File: src/rtl/edtc_regs.vh
// Constants for the eight-bit dual-compare timer: field positions, reset values, mode codes.
// Assumes inclusion by the timer core and its compare channel only.
`ifndef EDTC_REGS_VH
`define EDTC_REGS_VH

// Counter range
`define EDTC_BOTTOM        8'h00
`define EDTC_MAX           8'hff

// Waveform mode codes
`define EDTC_WGM_NORMAL    3'h0
`define EDTC_WGM_PCPWM_MAX 3'h1
`define EDTC_WGM_CTC       3'h2
`define EDTC_WGM_FPWM_MAX  3'h3
`define EDTC_WGM_PCPWM_OCA 3'h5
`define EDTC_WGM_FPWM_OCA  3'h7

// Clock source select codes
`define EDTC_CS_STOP       3'h0
`define EDTC_CS_EXT_FALL   3'h6
`define EDTC_CS_EXT_RISE   3'h7

// Flag and mask bit positions
`define EDTC_BIT_OVF       0
`define EDTC_BIT_MATCH_A   1
`define EDTC_BIT_MATCH_B   2

// Reset values
`define EDTC_RST_COUNT     8'h00
`define EDTC_RST_COMPARE   8'h00
`define EDTC_RST_CTRL      3'h0
`define EDTC_RST_ACTION    2'h0
`define EDTC_RST_FLAGS     3'h0

`endif

File: src/rtl/edtc_compare.v
// One output compare channel: double-buffered compare value, match detect, waveform state.
// Assumes the timer core supplies tick, counter, top/bottom and the mode decode on mclk_in.
`timescale 1ns/1ps
`default_nettype none
`include "edtc_regs.vh"

module edtc_compare #(
	parameter WIDTH = 8
) (
	// Clock, reset, enable
	input  wire             mclk_in,
	input  wire             reset_in,
	input  wire             clk_en_in,
	// Timer state
	input  wire             tick_in,
	input  wire [WIDTH-1:0] count_in,
	input  wire             at_top_in,
	input  wire             at_bottom_in,
	input  wire             pwm_mode_in,
	input  wire             fast_pwm_in,
	input  wire             phase_pwm_in,
	input  wire             up_in,
	input  wire             block_in,
	// Software access
	input  wire             cmp_we_in,
	input  wire [WIDTH-1:0] cmp_wdata_in,
	input  wire [1:0]       action_in,
	input  wire             force_in,
	// Results
	output wire [WIDTH-1:0] cmp_active_out,
	output wire [WIDTH-1:0] cmp_visible_out,
	output wire             match_out,
	output reg              wave_out
);

	reg  [WIDTH-1:0] buf_reg;
	reg  [WIDTH-1:0] active_reg;
	reg              wave_next;

	assign cmp_active_out  = active_reg;
	assign cmp_visible_out = pwm_mode_in ? buf_reg : active_reg;
	// Continuous equality, gated off after a counter write until the next tick has gone by
	assign match_out       = (count_in == active_reg) && !block_in;

	// Buffer takes software writes while buffering; active copies at the sequence edge
	always @(posedge mclk_in) begin
		if (reset_in) begin
			buf_reg    <= `EDTC_RST_COMPARE;
			active_reg <= `EDTC_RST_COMPARE;
		end else if (clk_en_in) begin
			if (cmp_we_in)
				buf_reg <= cmp_wdata_in;
			if (!pwm_mode_in) begin
				if (cmp_we_in)
					active_reg <= cmp_wdata_in;
			end else if (tick_in && ((fast_pwm_in && at_top_in) || (phase_pwm_in && at_top_in))) begin
				active_reg <= buf_reg;
			end
		end
	end

	// Waveform state: action bits read live, never buffered
	always @* begin
		wave_next = wave_out;
		if (!pwm_mode_in) begin
			if ((tick_in && match_out) || force_in) begin
				case (action_in)
					2'h1:    wave_next = ~wave_out;
					2'h2:    wave_next = 1'b0;
					2'h3:    wave_next = 1'b1;
					default: wave_next = wave_out;
				endcase
			end
		end else if (tick_in && action_in[1]) begin
			if (fast_pwm_in) begin
				if (match_out)
					wave_next = action_in[0];
				else if (at_top_in)
					wave_next = ~action_in[0]; // Level at the bottom that follows top
			end else if (match_out) begin
				wave_next = up_in ? action_in[0] : ~action_in[0];
			end
		end
	end

	// Mode changes touch only the counting path, so state carries over
	always @(posedge mclk_in) begin
		if (reset_in)
			wave_out <= 1'b0;
		else if (clk_en_in)
			wave_out <= wave_next;
	end

endmodule // edtc_compare

`default_nettype wire

File: src/rtl/edtc_timer.v
// Eight-bit timer/counter with two compare channels, counter unit and clock-select front end.
// Assumes a prescaler supplies one-cycle tap pulses on mclk_in and software reaches fields as plain ports.
//
// Summary of operation
// - Counter and both compare values are eight bits wide.
// - Overflow, match A, match B flags each visible and individually maskable.
// - Tick comes from system clock, prescaler or external pin; clock select zero stops counting.
// - Counter is readable and writable whether or not the tick runs.
// - A software counter write beats any clear, increment or decrement.
// - Each tick clears, increments or decrements the counter per mode.
// - Three-bit waveform mode, low two bits in control A, top in control B.
// - Floor 0x00, ceiling 0xff; top is ceiling or compare value A.
// - Counter compared continuously against both compare values.
// - A match sets its flag on the following tick.
// - A set match flag with its mask bit raises an interrupt request.
// - Match flags clear on service or on a written one.
// - Overflow flag set per waveform mode and can raise a request.
// - Compare values double buffered in PWM modes, direct otherwise.
// - Buffered value copied to active only at top.
// - Software compare writes reach buffer when buffering, else active register.
// - Force strobe updates waveform in non-PWM modes, no flag, no clear.
// - A counter write blocks all compare matches in the next tick.
// - Waveform states survive waveform mode changes.
// - Output action bits take effect immediately, not buffered.
// - Normal mode wraps 0xff to 0x00, overflow flag set as zero reached.
// - Clear-on-match mode clears the counter when it equals compare value A.
// - Fast PWM, modes 3 and 7, single slope; top ceiling or A.
// - Reset clears the waveform state registers.
`timescale 1ns/1ps
`default_nettype none
`include "edtc_regs.vh"

module edtc_timer #(
	parameter WIDTH = 8
) (
	// Clock, reset, enable
	input  wire             mclk_in,
	input  wire             reset_in,
	input  wire             clk_en_in,
	// Tick sources
	input  wire [4:0]       prescale_tap_in,
	input  wire             external_count_input_in,
	// Control fields
	input  wire [1:0]       waveform_mode_low_in,
	input  wire             waveform_mode_high_in,
	input  wire             ctrl_we_in,
	input  wire [2:0]       clock_source_select_in,
	input  wire [1:0]       action_a_in,
	input  wire [1:0]       action_b_in,
	input  wire             force_match_strobe_a_in,
	input  wire             force_match_strobe_b_in,
	// Counter and compare access
	input  wire             counter_we_in,
	input  wire [WIDTH-1:0] counter_wdata_in,
	input  wire             compare_a_we_in,
	input  wire             compare_b_we_in,
	input  wire [WIDTH-1:0] compare_wdata_in,
	// Flags and mask
	input  wire             flag_we_in,
	input  wire [2:0]       flag_wdata_in,
	input  wire [2:0]       irq_ack_in,
	input  wire             mask_we_in,
	input  wire [2:0]       mask_wdata_in,
	// Status
	output reg  [WIDTH-1:0] counter_value_out,
	output wire [WIDTH-1:0] compare_value_a_out,
	output wire [WIDTH-1:0] compare_value_b_out,
	output reg  [2:0]       timer_flag_reg_out,
	output reg  [2:0]       timer_mask_reg_out,
	output wire [2:0]       irq_req_out,
	output wire [2:0]       waveform_mode_out,
	output wire [2:0]       clock_source_select_out,
	output wire [1:0]       action_a_out,
	output wire [1:0]       action_b_out,
	// Waveform side
	output wire             waveform_out_a_out,
	output wire             waveform_out_b_out,
	output wire             match_a_out,
	output wire             match_b_out,
	output wire             at_top_out,
	output wire             at_bottom_out
);

	// Control registers
	reg  [2:0]       wgm_reg;
	reg  [2:0]       cs_reg;
	reg  [1:0]       act_a_reg;
	reg  [1:0]       act_b_reg;
	// Counter unit
	reg  [WIDTH-1:0] count_next;
	reg              down_reg;
	reg              down_next;
	reg              block_reg;
	reg  [2:0]       flag_next;
	// External pin synchroniser and edge detect
	reg              ext_meta_reg;
	reg              ext_sync_reg;
	reg              ext_prev_reg;
	reg              tick;

	wire [WIDTH-1:0] cmp_a_active;
	wire             match_a;
	wire             match_b;
	wire [WIDTH-1:0] top_value;
	wire             fast_pwm;
	wire             phase_pwm;
	wire             pwm_mode;
	wire             top_is_a;
	wire             at_top;
	wire             at_bottom;
	wire             ext_rise;
	wire             ext_fall;

	// True for every waveform code in which the counter stops at compare value A
	function top_from_a;
		input [2:0] mode;
		begin
			top_from_a = (mode == `EDTC_WGM_CTC) || (mode == `EDTC_WGM_PCPWM_OCA) ||
			             (mode == `EDTC_WGM_FPWM_OCA);
		end
	endfunction

	assign waveform_mode_out       = wgm_reg;
	assign clock_source_select_out = cs_reg;
	assign action_a_out            = act_a_reg;
	assign action_b_out            = act_b_reg;

	// Mode decode
	assign fast_pwm  = (wgm_reg[1:0] == 2'h3);
	assign phase_pwm = (wgm_reg[1:0] == 2'h1);
	assign pwm_mode  = fast_pwm || phase_pwm;
	assign top_is_a  = top_from_a(wgm_reg);
	assign top_value = top_is_a ? cmp_a_active : `EDTC_MAX;
	assign at_top    = (counter_value_out == top_value);
	assign at_bottom = (counter_value_out == `EDTC_BOTTOM);
	assign at_top_out    = at_top;
	assign at_bottom_out = at_bottom;

	// Control fields: waveform mode joins its high and low input fields; all fields load on one strobe
	always @(posedge mclk_in) begin
		if (reset_in) begin
			wgm_reg   <= `EDTC_RST_CTRL;
			cs_reg    <= `EDTC_RST_CTRL;
			act_a_reg <= `EDTC_RST_ACTION;
			act_b_reg <= `EDTC_RST_ACTION;
		end else if (clk_en_in && ctrl_we_in) begin
			wgm_reg   <= {waveform_mode_high_in, waveform_mode_low_in};
			cs_reg    <= clock_source_select_in;
			act_a_reg <= action_a_in;
			act_b_reg <= action_b_in;
		end
	end

	// Pin passes two flops before the edge detector; the detector compares the second with a third
	always @(posedge mclk_in) begin
		if (reset_in) begin
			ext_meta_reg <= 1'b0;
			ext_sync_reg <= 1'b0;
			ext_prev_reg <= 1'b0;
		end else if (clk_en_in) begin
			ext_meta_reg <= external_count_input_in;
			ext_sync_reg <= ext_meta_reg;
			ext_prev_reg <= ext_sync_reg;
		end
	end

	assign ext_rise = ext_sync_reg && !ext_prev_reg;
	assign ext_fall = !ext_sync_reg && ext_prev_reg;

	// Clock select: code 1 runs at the system rate, 2..5 use prescaler taps
	always @* begin
		case (cs_reg)
			`EDTC_CS_STOP:     tick = 1'b0;
			3'h1:              tick = 1'b1;
			3'h2:              tick = prescale_tap_in[1];
			3'h3:              tick = prescale_tap_in[2];
			3'h4:              tick = prescale_tap_in[3];
			3'h5:              tick = prescale_tap_in[4];
			`EDTC_CS_EXT_FALL: tick = ext_fall;
			`EDTC_CS_EXT_RISE: tick = ext_rise;
			default:           tick = 1'b0;
		endcase
	end

	// Counter sequence per mode
	always @* begin
		count_next = counter_value_out;
		down_next  = down_reg;
		if (tick) begin
			if (phase_pwm) begin
				if (at_top && !down_reg) begin
					down_next  = 1'b1;
					count_next = counter_value_out - 8'h01;
				end else if (at_bottom && down_reg) begin
					down_next  = 1'b0;
					count_next = counter_value_out + 8'h01;
				end else if (down_reg) begin
					count_next = counter_value_out - 8'h01;
				end else begin
					count_next = counter_value_out + 8'h01;
				end
			end else begin
				down_next = 1'b0;
				if (top_is_a && at_top)
					count_next = `EDTC_BOTTOM;
				else
					count_next = counter_value_out + 8'h01;
			end
		end
		if (counter_we_in)
			count_next = counter_wdata_in;
	end

	// Counter register, direction and match blocking
	always @(posedge mclk_in) begin
		if (reset_in) begin
			counter_value_out <= `EDTC_RST_COUNT;
			down_reg          <= 1'b0;
			block_reg         <= 1'b0;
		end else if (clk_en_in) begin
			counter_value_out <= count_next;
			down_reg          <= down_next;
			// Block holds until the next tick has gone by, even while stopped
			if (counter_we_in)
				block_reg <= 1'b1;
			else if (tick)
				block_reg <= 1'b0;
		end
	end

	// Flags: hardware set wins over software or service clear
	always @* begin
		flag_next = timer_flag_reg_out;
		if (flag_we_in)
			flag_next = flag_next & ~flag_wdata_in;
		flag_next = flag_next & ~irq_ack_in;
		if (tick) begin
			// Overflow: wrap at max, or top in fast PWM, or bottom in phase-correct
			if ((!pwm_mode && counter_value_out == `EDTC_MAX && !(top_is_a && at_top)) ||
			    (fast_pwm && at_top) || (phase_pwm && at_bottom && down_reg))
				flag_next[`EDTC_BIT_OVF] = 1'b1;
			if (match_a)
				flag_next[`EDTC_BIT_MATCH_A] = 1'b1;
			if (match_b)
				flag_next[`EDTC_BIT_MATCH_B] = 1'b1;
		end
	end

	// Flag and mask registers
	always @(posedge mclk_in) begin
		if (reset_in) begin
			timer_flag_reg_out <= `EDTC_RST_FLAGS;
			timer_mask_reg_out <= `EDTC_RST_FLAGS;
		end else if (clk_en_in) begin
			timer_flag_reg_out <= flag_next;
			if (mask_we_in)
				timer_mask_reg_out <= mask_wdata_in;
		end
	end

	// Requests: flag gated by its mask
	assign irq_req_out = timer_flag_reg_out & timer_mask_reg_out;

	assign match_a_out = match_a;
	assign match_b_out = match_b;

	// Channel A: also supplies the top value
	edtc_compare #(
		.WIDTH(WIDTH)
	) u_cmp_a (
		.mclk_in         (mclk_in),
		.reset_in        (reset_in),
		.clk_en_in       (clk_en_in),
		.tick_in         (tick),
		.count_in        (counter_value_out),
		.at_top_in       (at_top),
		.at_bottom_in    (at_bottom),
		.pwm_mode_in     (pwm_mode),
		.fast_pwm_in     (fast_pwm),
		.phase_pwm_in    (phase_pwm),
		.up_in           (!down_reg),
		.block_in        (block_reg),
		.cmp_we_in       (compare_a_we_in),
		.cmp_wdata_in    (compare_wdata_in),
		.action_in       (act_a_reg),
		.force_in        (force_match_strobe_a_in),
		.cmp_active_out  (cmp_a_active),
		.cmp_visible_out (compare_value_a_out),
		.match_out       (match_a),
		.wave_out        (waveform_out_a_out)
	);

	// Channel B
	edtc_compare #(
		.WIDTH(WIDTH)
	) u_cmp_b (
		.mclk_in         (mclk_in),
		.reset_in        (reset_in),
		.clk_en_in       (clk_en_in),
		.tick_in         (tick),
		.count_in        (counter_value_out),
		.at_top_in       (at_top),
		.at_bottom_in    (at_bottom),
		.pwm_mode_in     (pwm_mode),
		.fast_pwm_in     (fast_pwm),
		.phase_pwm_in    (phase_pwm),
		.up_in           (!down_reg),
		.block_in        (block_reg),
		.cmp_we_in       (compare_b_we_in),
		.cmp_wdata_in    (compare_wdata_in),
		.action_in       (act_b_reg),
		.force_in        (force_match_strobe_b_in),
		.cmp_active_out  (),
		.cmp_visible_out (compare_value_b_out),
		.match_out       (match_b),
		.wave_out        (waveform_out_b_out)
	);

endmodule // edtc_timer

`default_nettype wire

File: config.mk
export PLATFORM = sky130hd
export DESIGN_NAME = edtc_timer
export DESIGN_NICKNAME = d
export VERILOG_FILES = /design/src/rtl/edtc_compare.v /design/src/rtl/edtc_timer.v
export VERILOG_INCLUDE_DIRS = /design/src /design/src/rtl
export SDC_FILE = /design/constraint.sdc
export NUM_CORES = 1
export LEC_CHECK = 0
export BUFFER_PORTS_ARGS = -buffer_cell sky130_fd_sc_hd__buf_2
export CAP_MARGIN = 0
export CORE_ASPECT_RATIO = 1.75
export CORE_MARGIN = 1.5
export CORE_UTILIZATION = 40
export CTS_BUF_LIST = sky130_fd_sc_hd__clkbuf_16
export DETAILED_ROUTE_END_ITERATION = 16
export GPL_TIMING_DRIVEN = 0
export SYNTH_ARGS = -nofsm -noshare
export SYNTH_HDL_FRONTEND = slang
export SYNTH_HIERARCHICAL = 1
export SYNTH_SLANG_ARGS = --single-unit
File: constraint.sdc
create_clock -name mclk_in -period 2.8 [get_ports mclk_in]
set_input_delay 0.56 -clock mclk_in [delete_from_list [all_inputs] [get_ports mclk_in]]
set_output_delay 0.56 -clock mclk_in [all_outputs]
set_load 0.1 [all_outputs]
==> results of run 1 <==
-- routing by layer --
layer  part of all wire [%]  vias up
li1                       -     2111
met1                     38     2015
met2                     54      141
met3                    4.8       35
met4                    3.5        0
met5                      0        -
-- cell type report --
type | instances | area, sq um | area share [%]
clock buffer | 9 | 225 | 4.29
clock inverter | 7 | 105 | 2.00
multi-input combinational | 414 | 2690 | 51.2
buffer | 27 | 155 | 2.95
sequential | 63 | 1280 | 24.4
tap | 125 | 156 | 2.98
timing repair buffer | 105 | 593 | 11.3
inverter | 11 | 48.8 | 0.929
-- cells by family after synthesis --
family | count (synthesis) | share of synthesized area (%)
AND/OR/NAND/NOR | 212 | 25.8
AO/OA/AOI/OAI | 134 | 22.0
XOR/XNOR | 28 | 5.98
flip-flops | 63 | 30.8
multiplexers | 37 | 9.52
buffers and inverters | 44 | 5.07
adder cells (fa/ha/maj) | 3 | 0.916
-- cell usage in the layout (no fill, tap or decap), types with 15 or more instances in the layout --
cell	Yosys	layout
a211oi_1	19	18
nor2_1	45	45
mux2i_1	21	21
buf_2	8	93
nand3_1	31	31
nand2_1	68	68
a21oi_1	51	50
xnor2_1	26	26
dfxtp_1	63	52
o21ai_0	15	15
mux2_2	16	16
-- final timing paths --
check	startpoint	slack, ps	endpoint	cells after the start
worst min-delay path	external_count_input_in	460	ext_meta_reg$_SDFFE_PP0P_	3
worst max register to register	waveform_mode_out[2]$_SDFFE_PP0P_	160	u_cmp_b/cmp_active_out[6]$_SDFFE_PP0P_	12
worst min register to register	timer_mask_reg_out[2]$_SDFFE_PP0P_	470	timer_mask_reg_out[2]$_SDFFE_PP0P_	2
worst max-delay path	waveform_mode_out[2]$_SDFFE_PP0P_	90	at_top_out	7
-- metrics by stage --
stage | TNS [ps] | cell area [sq um] | hold WS (ps) | worst slack (ps)
after floorplan | -1460 | 4180 | 439 | -123
after global placement | -856 | 4810 | 453 | -133
after detailed placement | -1180 | 4810 | 462 | -147
after CTS | 0 | 5190 | 453 | 0.301
after global routing | -1.31 | 5260 | 470 | -0.598
final | 0 | 5260 | 455 | 85.9
-- repair_timing --
action	CTS	global route
setup buffers	5	3
pin swaps	2	2
gates cloned	0	1
gates resized for setup	7	16
endpoints found under the setup margin	34	31
-- critical path, delay by kind of cell, from the launching register on --
family	cells	cell delay (ps)
compound gates	2	510
buf+inv	3	430
flops	1	350
simple gates	2	520
-- power by group through the flow --
stage	combinational [mW]	clock, mW	sequential, mW
global route	1.33	1.31	1.12
global placement	1.24	0	1.10
finish	1.25	1.25	1.11
detailed placement	1.26	0	1.10
CTS	1.26	1.27	1.09
floorplan	0.772	0	1.31
==> results.sh, run 1 <==
export IMPL_peakVddDrop_mv=0.352
export IMPL_vias=4302
export IMPL_grt_use_met2_pct=45.4
export IMPL_cp_cell_sequence="or3b_1 > buf_6 > a211o_1 > a22oi_2 > nand4_4 > inv_8 > buf_12"
export IMPL_pwr_share_comb_pct=34.8
export IMPL_ios=101
export IMPL_tightest_slew_ps=571
export IMPL_synth_area_top_cells="dfxtp_1 (31%), a21oi_1 (6.2%), nand2_1 (6.2%)"
export IMPL_start_util_pct=41.4
export IMPL_gr_total_overflow=0
export IMPL_grt_use_met1_pct=27.2
export IMPL_clkPwrFrac_pct=34.6
export IMPL_cts_sinks=63
export IMPL_syn_num_nets=576
export IMPL_cp_end_kind="primary output"
export IMPL_busiest_layer="met2"
export IMPL_max_stage_delay_ps=360
export IMPL_drt_iter0_drc=264
export IMPL_die_area_sq_um=10900
export IMPL_die_y_um=137
export IMPL_drc=0
export IMPL_grt_pass1_vias=4073
export IMPL_clock_skew_ps=5.92
export IMPL_rows=48
export IMPL_core_area_sq_um=9910
export IMPL_dr_pass1_iters=4
export IMPL_synth_area_sq_um=4100
export IMPL_worstSkewPairLatency_ps=340
export IMPL_finalPower_mw=3.61
export IMPL_yosysTopAreaCellShare_pct=30.8
export IMPL_cts_made_buffers=9
export IMPL_setup_viol=0
export IMPL_p_leak_nw=2.10
export IMPL_htreeDepth=3
export IMPL_maxCapViolations=0
export IMPL_finalHoldViolations=0
export IMPL_outcome="completed"
export IMPL_grtUsageMet3_pct=4.67
export IMPL_die_x_um=79.5
export IMPL_yosysMostFrequentCell="nand2_1"
export IMPL_yosysTopAreaCell="dfxtp_1"
export IMPL_clkSlewWorstSetupHoldPaths_ps=60
export IMPL_antenna_cells=0
export IMPL_cp_arrival_ps=2150
export IMPL_layout_drive_gt1_share_pct=28.6
export IMPL_hold_class="in -> reg"
export IMPL_ys_seq_elements=63
export IMPL_fmax_ghz=0.368
export IMPL_utilization_pct=53.0
export IMPL_place_congestion=0.882
export IMPL_fillers=1017
export IMPL_wl_per_cell_um=17.2
export IMPL_grt_max_degree=20
export IMPL_final_nets=686
export IMPL_ys_async_sr_fraction_pct=0
export IMPL_p_int_mw=2.10
export IMPL_place_inst=742
export IMPL_root_buffer="clkbuf_16"
export IMPL_vias_per_cell=5.65
export IMPL_clock_tree_buffer_depth=2
export IMPL_synth_commonest_cells="nand2_1 (68), dfxtp_1 (63), a21oi_1 (51)"
export IMPL_tritoncts="done"
export IMPL_route_antenna_remaining_nets=0
export IMPL_drv_slew=0
export IMPL_port_buffers=96
export IMPL_worstPathRequired_ps=2240
export IMPL_ys_warn_count=6
export IMPL_synth_edf_count=0
export IMPL_ys_types=63
export IMPL_post_route_min_period_ps=2710
export IMPL_synthFlopType="dfxtp_1"
export IMPL_grt_pass1_wl_um=21000
export IMPL_antenna_found_initial=0
export IMPL_cp_max_fo=8
export IMPL_syn_inst=521
export IMPL_worstSetupPathType="reg -> out"
export IMPL_drt_wl_total_um=13100
export IMPL_finalCritPeriodShare_pct=96.9
export IMPL_final_cells=761
export IMPL_p_switching_mw=1.51
export IMPL_slowest_stage="or3b_1"
export IMPL_place_hpwl_um=10100
export IMPL_area_delta_synth_final_pct=28.2
export IMPL_grt_total_usage_pct=25.1
export IMPL_p_seq_share_pct=30.6
export IMPL_max_slew_margin_rel_pct=61.7
export IMPL_syn_avg_cell_area_sq_um=7.87
export IMPL_ys_seq_area_share_pct=30.8
export IMPL_cts_hold_buffers=0
export IMPL_powerDensity_nw_per_um2=686
export IMPL_p_sw_share_pct=41.8
export IMPL_startpoint_type="register"
Power figures use the tool's default switching activity.
==> run 2: changes to the inputs <==
--- a/config.mk
+++ b/config.mk
@@ -14,6 +14,9 @@
 export CTS_BUF_LIST = sky130_fd_sc_hd__clkbuf_16
 export DETAILED_ROUTE_END_ITERATION = 16
 export GPL_TIMING_DRIVEN = 0
+export HOLD_SLACK_MARGIN = 0.03
+export PLACE_DENSITY = 0.6
+export SETUP_SLACK_MARGIN = 0.2
 export SYNTH_ARGS = -nofsm -noshare
 export SYNTH_HDL_FRONTEND = slang
 export SYNTH_HIERARCHICAL = 1
==> results.sh, run 2 (synthesis gave the netlist of run 1 again) <==
export IMPL_layout_drive_gt1_share_pct=35.8
export IMPL_finalHoldViolations=0
export IMPL_peakVddDrop_mv=0.492
export IMPL_route_antenna_remaining_nets=0
export IMPL_antenna_cells=0
export IMPL_powerDensity_nw_per_um2=658
export IMPL_root_buffer="clkbuf_16"
export IMPL_cp_end_kind="primary output"
export IMPL_outcome="complete, but fails checks"
export IMPL_clock_skew_ps=7.79
export IMPL_drt_wl_total_um=13800
export IMPL_clkPwrFrac_pct=34.3
export IMPL_max_slew_margin_rel_pct=60.0
export IMPL_cts_made_buffers=9
export IMPL_layout_common_cells="buf_2 (81), nand2_1 (68), a21oi_1 (49), dfxtp_1 (49), nor2_1 (38)"
export IMPL_finalCritPeriodShare_pct=100
export IMPL_cp_arrival_ps=2240
export IMPL_p_int_mw=2.24
export IMPL_hold_class="in -> reg"
export IMPL_vias_per_cell=5.77
export IMPL_p_leak_nw=2.26
export IMPL_dr_pass1_iters=5
export IMPL_post_route_cell_area_sq_um=5740
export IMPL_grt_pass1_wl_um=21300
export IMPL_grt_pass1_vias=4357
export IMPL_tritoncts="done"
export IMPL_setup_viol=1
export IMPL_ios=101
export IMPL_rows=48
export IMPL_finalSetupTns_ps=-0.281
export IMPL_antenna_found_initial=0
export IMPL_grt_total_usage_pct=25.3
export IMPL_final_cells=779
export IMPL_die_y_um=137
export IMPL_post_route_min_period_ps=2800
export IMPL_gr_total_overflow=0
export IMPL_place_congestion=0.859
export IMPL_place_inst=742
export IMPL_drc=0
export IMPL_place_hpwl_um=10100
export IMPL_r2r_setup_slack_ps=80
export IMPL_violations="setup timing"
export IMPL_p_seq_share_pct=28.8
export IMPL_drt_iter0_drc=200
export IMPL_rsz0062_at_grt="yes"
export IMPL_worstSetupPathType="reg -> out"
export IMPL_wl_per_cell_um=17.7
export IMPL_cts_sinks=63
export IMPL_cp_max_fo=6
export IMPL_clkSlewWorstSetupHoldPaths_ps=60
export IMPL_tightest_slew_ps=598
export IMPL_min_to="clock_source_select_out[1]$_SDFFE_PP0P_"
export IMPL_vias=4494
export IMPL_pwr_share_comb_pct=37.0
export IMPL_layout_commonest_cell="buf_2"
export IMPL_final_nets=704
export IMPL_setup_ws_ps=-0.281
export IMPL_p_switching_mw=1.54
export IMPL_core_area_sq_um=9910
export IMPL_start_util_pct=41.4
export IMPL_hp_start="clock_source_select_in[1]"
export IMPL_drv_slew=0
export IMPL_post_place_ws_ps=-130
export IMPL_startpoint_type="register"
export IMPL_placed_cell_area_sq_um=4830
export IMPL_worstPathRequired_ps=2240
export IMPL_area_delta_synth_final_pct=40.1
export IMPL_worstSkewPairLatency_ps=340
export IMPL_p_sw_share_pct=40.8
export IMPL_grt_max_degree=15
export IMPL_fillers=926
export IMPL_die_area_sq_um=10900
export IMPL_r2r_start="waveform_mode_out[2]$_SDFFE_PP0P_"
export IMPL_reg2regPathDepth=13
export IMPL_die_x_um=79.5
export IMPL_fmax_ghz=0.357
export IMPL_holdPathStages=3
export IMPL_htreeDepth=3
export IMPL_maxCapViolations=0
export IMPL_whs_ps=453
export IMPL_port_buffers=96
export IMPL_clock_tree_buffer_depth=2
export IMPL_worstReg2RegEnd="u_cmp_a/wave_out$_SDFFE_PP0P_"
[run 2: cell count changes in the layout (fill, tap and decap cells not counted), moves of 7 or more]
cell / previous run / this run
buf_6: 4 / 20
buf_2: 93 / 81
buf_4: 13 / 22
a211oi_2: 1 / 16
a211oi_1: 18 / 3
nor2_1: 45 / 38
[run 2: worst max-delay path: stages, from the launching register on]
cell	delay, ps
dfxtp_4	350
buf_8	120
or3b_1	350
buf_6	140
and2_1	180
o22ai_1	280
nand4_4	180
inv_8	110
buf_12	170
[run 2: routing by layer]
layer  track usage [%]  routed length [um]  share of wire, %  vias to the layer above
li1                  -                   -                 -                     2156
met1              25.8                5130                37                     2130
met2              46.6                7350                53                      153
met3              4.87                 660               4.8                       55
met4              15.0                 655               4.7                        0
met5                 0                   0                 0                        -
[run 2: final cells by class]
cell class                      count  area (sq um)  area share (%)
Clock buffer                        9           225            3.92
Tap cell                          125           156            2.72
Inverter                           11          52.6           0.915
Buffer                             33           224            3.90
Multi-Input combinational cell    414          2880            50.2
Timing Repair Buffer              117           800            13.9
Sequential cell                    63          1290            22.4
Clock inverter                      7           113            1.96
[run 2: through the flow]
stage	total power [mW]	util [%]
6_report	3.78	58.0
5_1_grt	3.92	58.0
4_1_cts	3.74	56.3
3_5_place_dp	2.37	48.7
3_3_place_gp	2.35	48.7
2_1_floorplan	2.09	-
[run 2: repair_timing]
action / 4_1_cts / 5_1_grt
resized for setup: 64 / 32
endpoints found under the hold margin: 0 / 0
hold buffers: 0 / 0
endpoints found under the setup margin: 38 / 43
pin swaps: 15 / 18
setup buffers: 15 / 6
[run 2: power groups by stage]
stage	combinational, mW	sequential (mW)	clock, mW
after global routing	1.48	1.10	1.35
after CTS	1.33	1.08	1.32
after floorplan	0.778	1.31	0
after global placement	1.25	1.10	0
final	1.40	1.09	1.30
after detailed placement	1.26	1.10	0
[run 2: worst max-delay path by stage]
stage | startpoint | slack (ps) | depth (start not counted) | end
after CTS | waveform_mode_out[2]$_SDFFE_PP0P_ | -60 | 8 | at_top_out
after detailed placement | waveform_mode_out[2]$_SDFFE_PP0P_ | -130 | 8 | at_top_out
after global placement | waveform_mode_out[2]$_SDFFE_PP0P_ | -120 | 8 | at_top_out
after global routing | waveform_mode_out[2]$_SDFFE_PP0P_ | -70 | 8 | at_top_out
after floorplan | waveform_mode_out[1]$_SDFFE_PP0P_ | -110 | 12 | u_cmp_a/cmp_active_out[5]$_SDFFE_PP0P_
final | waveform_mode_out[2]$_SDFFE_PP0P_ | -0.3 | 8 | at_top_out
==> run 3: changes to the inputs <==
--- a/config.mk
+++ b/config.mk
@@ -8,6 +8,8 @@
 export LEC_CHECK = 0
 export BUFFER_PORTS_ARGS = -buffer_cell sky130_fd_sc_hd__buf_2
 export CAP_MARGIN = 0
+export CELL_PAD_IN_SITES_DETAIL_PLACEMENT = 0
+export CELL_PAD_IN_SITES_GLOBAL_PLACEMENT = 1
 export CORE_ASPECT_RATIO = 1.75
 export CORE_MARGIN = 1.5
 export CORE_UTILIZATION = 40
@@ -15,7 +17,7 @@
 export DETAILED_ROUTE_END_ITERATION = 16
 export GPL_TIMING_DRIVEN = 0
 export HOLD_SLACK_MARGIN = 0.03
-export PLACE_DENSITY = 0.6
+export PLACE_DENSITY_LB_ADDON = 0.1
 export SETUP_SLACK_MARGIN = 0.2
 export SYNTH_ARGS = -nofsm -noshare
 export SYNTH_HDL_FRONTEND = slang
==> constraint.sdc (replaced) <==
create_clock -name mclk_in -period 3.55 [get_ports mclk_in]
set_input_delay 0.71 -clock mclk_in [delete_from_list [all_inputs] [get_ports mclk_in]]
set_output_delay 0.71 -clock mclk_in [all_outputs]
set_load 0.1 [all_outputs]
==> results.sh, run 3 (synthesis gave the netlist of run 1 again) <==
export IMPL_cp_end_kind="primary output"
export IMPL_wl_per_cell_um=17.6
export IMPL_dr_pass1_iters=4
export IMPL_place_hpwl_um=10200
export IMPL_r2r_setup_slack_ps=480
export IMPL_rows=48
export IMPL_clock_tree_buffer_depth=2
export IMPL_place_inst=742
export IMPL_worstSetupPathType="reg -> out"
export IMPL_layout_common_cells="buf_2 (103), nand2_1 (68), dfxtp_1 (61)"
export IMPL_finalPower_mw=2.86
export IMPL_final_cells=758
export IMPL_slowest_stage="or3b_1"
export IMPL_tritoncts="done"
export IMPL_clkSlewWorstSetupHoldPaths_ps=60
export IMPL_reg2regPathDepth=12
export IMPL_vias_per_cell=5.69
export IMPL_worstReg2RegEnd="u_cmp_b/cmp_active_out[6]$_SDFFE_PP0P_"
export IMPL_gr_total_overflow=0
export IMPL_route_antenna_remaining_nets=0
export IMPL_drv_slew=0
export IMPL_cp_max_fo=12
export IMPL_utilization_pct=51.5
export IMPL_cp_arrival_ps=2580
export IMPL_hold_class="reg -> reg"
export IMPL_setup_viol=0
export IMPL_core_area_sq_um=9910
export IMPL_place_congestion=0.896
export IMPL_drt_wl_total_um=13300
export IMPL_root_buffer="clkbuf_16"
export IMPL_layout_commonest_cell="buf_2"
export IMPL_vias=4311
export IMPL_area_delta_synth_final_pct=24.4
export IMPL_port_buffers=96
export IMPL_powerDensity_nw_per_um2=560
export IMPL_rsz0062_at_grt="yes"
export IMPL_cp_num_cells=8
export IMPL_die_x_um=79.5
export IMPL_start_util_pct=41.4
export IMPL_die_area_sq_um=10900
export IMPL_worstPathRequired_ps=2840
export IMPL_htreeDepth=3
export IMPL_crit_buf_inv=4
export IMPL_grt_total_usage_pct=24.9
export IMPL_peakVddDrop_mv=0.325
export IMPL_cp_cell_sequence="clkbuf_2 > or3b_1 > buf_2 > a211o_1 > a22oi_2 > nand4_4 > inv_4 > buf_6"
export IMPL_drc=0
export IMPL_clock_skew_ps=7.12
export IMPL_max_stage_delay_ps=360
export IMPL_grt_max_degree=15
export IMPL_cts_made_buffers=9
export IMPL_drt_iter0_drc=177
export IMPL_finalCritPeriodShare_pct=92.7
export IMPL_layout_drive_gt1_share_pct=25.6
export IMPL_fmax_ghz=0.304
export IMPL_crit_end="at_top_out"
export IMPL_post_route_min_period_ps=3290
export IMPL_outcome="completed"
export IMPL_cts_setup_buffers=0
export IMPL_max_slew_margin_rel_pct=59.6
export IMPL_startpoint_type="register"
export IMPL_grt_pass1_vias=3979
export IMPL_antenna_found_initial=0
export IMPL_grt_pass1_wl_um=20500
export IMPL_cts_sinks=63
export IMPL_startpoint="waveform_mode_out[2]$_SDFFE_PP0P_"
export IMPL_finalSetupTns_ps=0
export IMPL_maxCapViolations=0
export IMPL_r2r_start="waveform_mode_out[2]$_SDFFE_PP0P_"
export IMPL_finalHoldViolations=0
export IMPL_antenna_cells=0
export IMPL_crit_family="buffers and inverters"
export IMPL_tightest_slew_ps=606
export IMPL_p_leak_nw=2.06
export IMPL_worstSkewPairLatency_ps=340
export IMPL_final_nets=683
export IMPL_ios=101
export IMPL_die_y_um=137
==> run 3: cell count changes in the layout (fill, tap and decap cells not counted), sizes merged <==
cell,change
clkinvlp,-1
buf,-20
clkbuf,-1
inv,+1
==> run 3: worst min path at each step <==
stage,startpoint,endpoint,cells past startpoint
final,u_cmp_b/buf_reg[2]$_SDFFE_PP0P_,u_cmp_b/buf_reg[2]$_SDFFE_PP0P_,2
after global routing,u_cmp_b/buf_reg[4]$_SDFFE_PP0P_,u_cmp_b/buf_reg[4]$_SDFFE_PP0P_,2
after CTS,u_cmp_b/buf_reg[2]$_SDFFE_PP0P_,u_cmp_b/buf_reg[2]$_SDFFE_PP0P_,2
after detailed placement,u_cmp_b/buf_reg[2]$_SDFFE_PP0P_,u_cmp_b/buf_reg[2]$_SDFFE_PP0P_,2
after global placement,u_cmp_b/buf_reg[4]$_SDFFE_PP0P_,u_cmp_b/buf_reg[4]$_SDFFE_PP0P_,2
after floorplan,block_reg$_SDFFE_PP0P_,block_reg$_SDFFE_PP0P_,2
==> run 3: routing by layer <==
layer | vias up | GRT usage (%) | part of all wire (%)
li1 | 2099 | - | -
met4 | 0 | 14.5 | 4.7
met3 | 38 | 5.33 | 5.1
met5 | - | 0 | 0
met1 | 2022 | 26.5 | 38
met2 | 152 | 44.4 | 52
==> run 3: through the flow <==
step	hold WS, ps	cell area [sq um]	setup slack, ps
floorplan	439	4120	178
global placement	454	4760	397
detailed placement	460	4760	425
CTS	468	5100	211
global route	488	5100	184
finish	469	5100	259
==> run 3: area by class of cell <==
type	instances	area (sq um)
fill	1015	4810
clock buffer	9	225
sequential	63	1260
multi-input combinational	414	2650
buffer	33	166
tap	125	156
clock inverter	7	111
inverter	11	43.8
timing repair buffer	96	487
==> run 3: what timing repair did <==
| action | 4_1_cts | 5_1_grt |
|---|---|---|
| resized for setup | 2 | 4 |
| hold buffers | 0 | 0 |
| endpoints found under the hold margin | 0 | 0 |
| endpoints found under the setup margin | 1 | 21 |
==> run 3: worst reg2reg max path: stages, from the launching register on <==
cell       delay (ps)
dfxtp_2           320
clkbuf_2          170
or3b_1            360
buf_2             180
a211o_1           280
a22oi_2           250
nand4_4           220
inv_4             230
o2111ai_1         160
a21boi_2          340
buf_4             240
nor2_1             50
a211oi_1          200
==> run 3: where the power goes <==
group          internal, mW  switching, mW  leakage [nW]
combinational         0.261          0.738          1.37
sequential            0.760         0.0844         0.517
clock                 0.682          0.334         0.169
total                  1.70           1.16          2.06
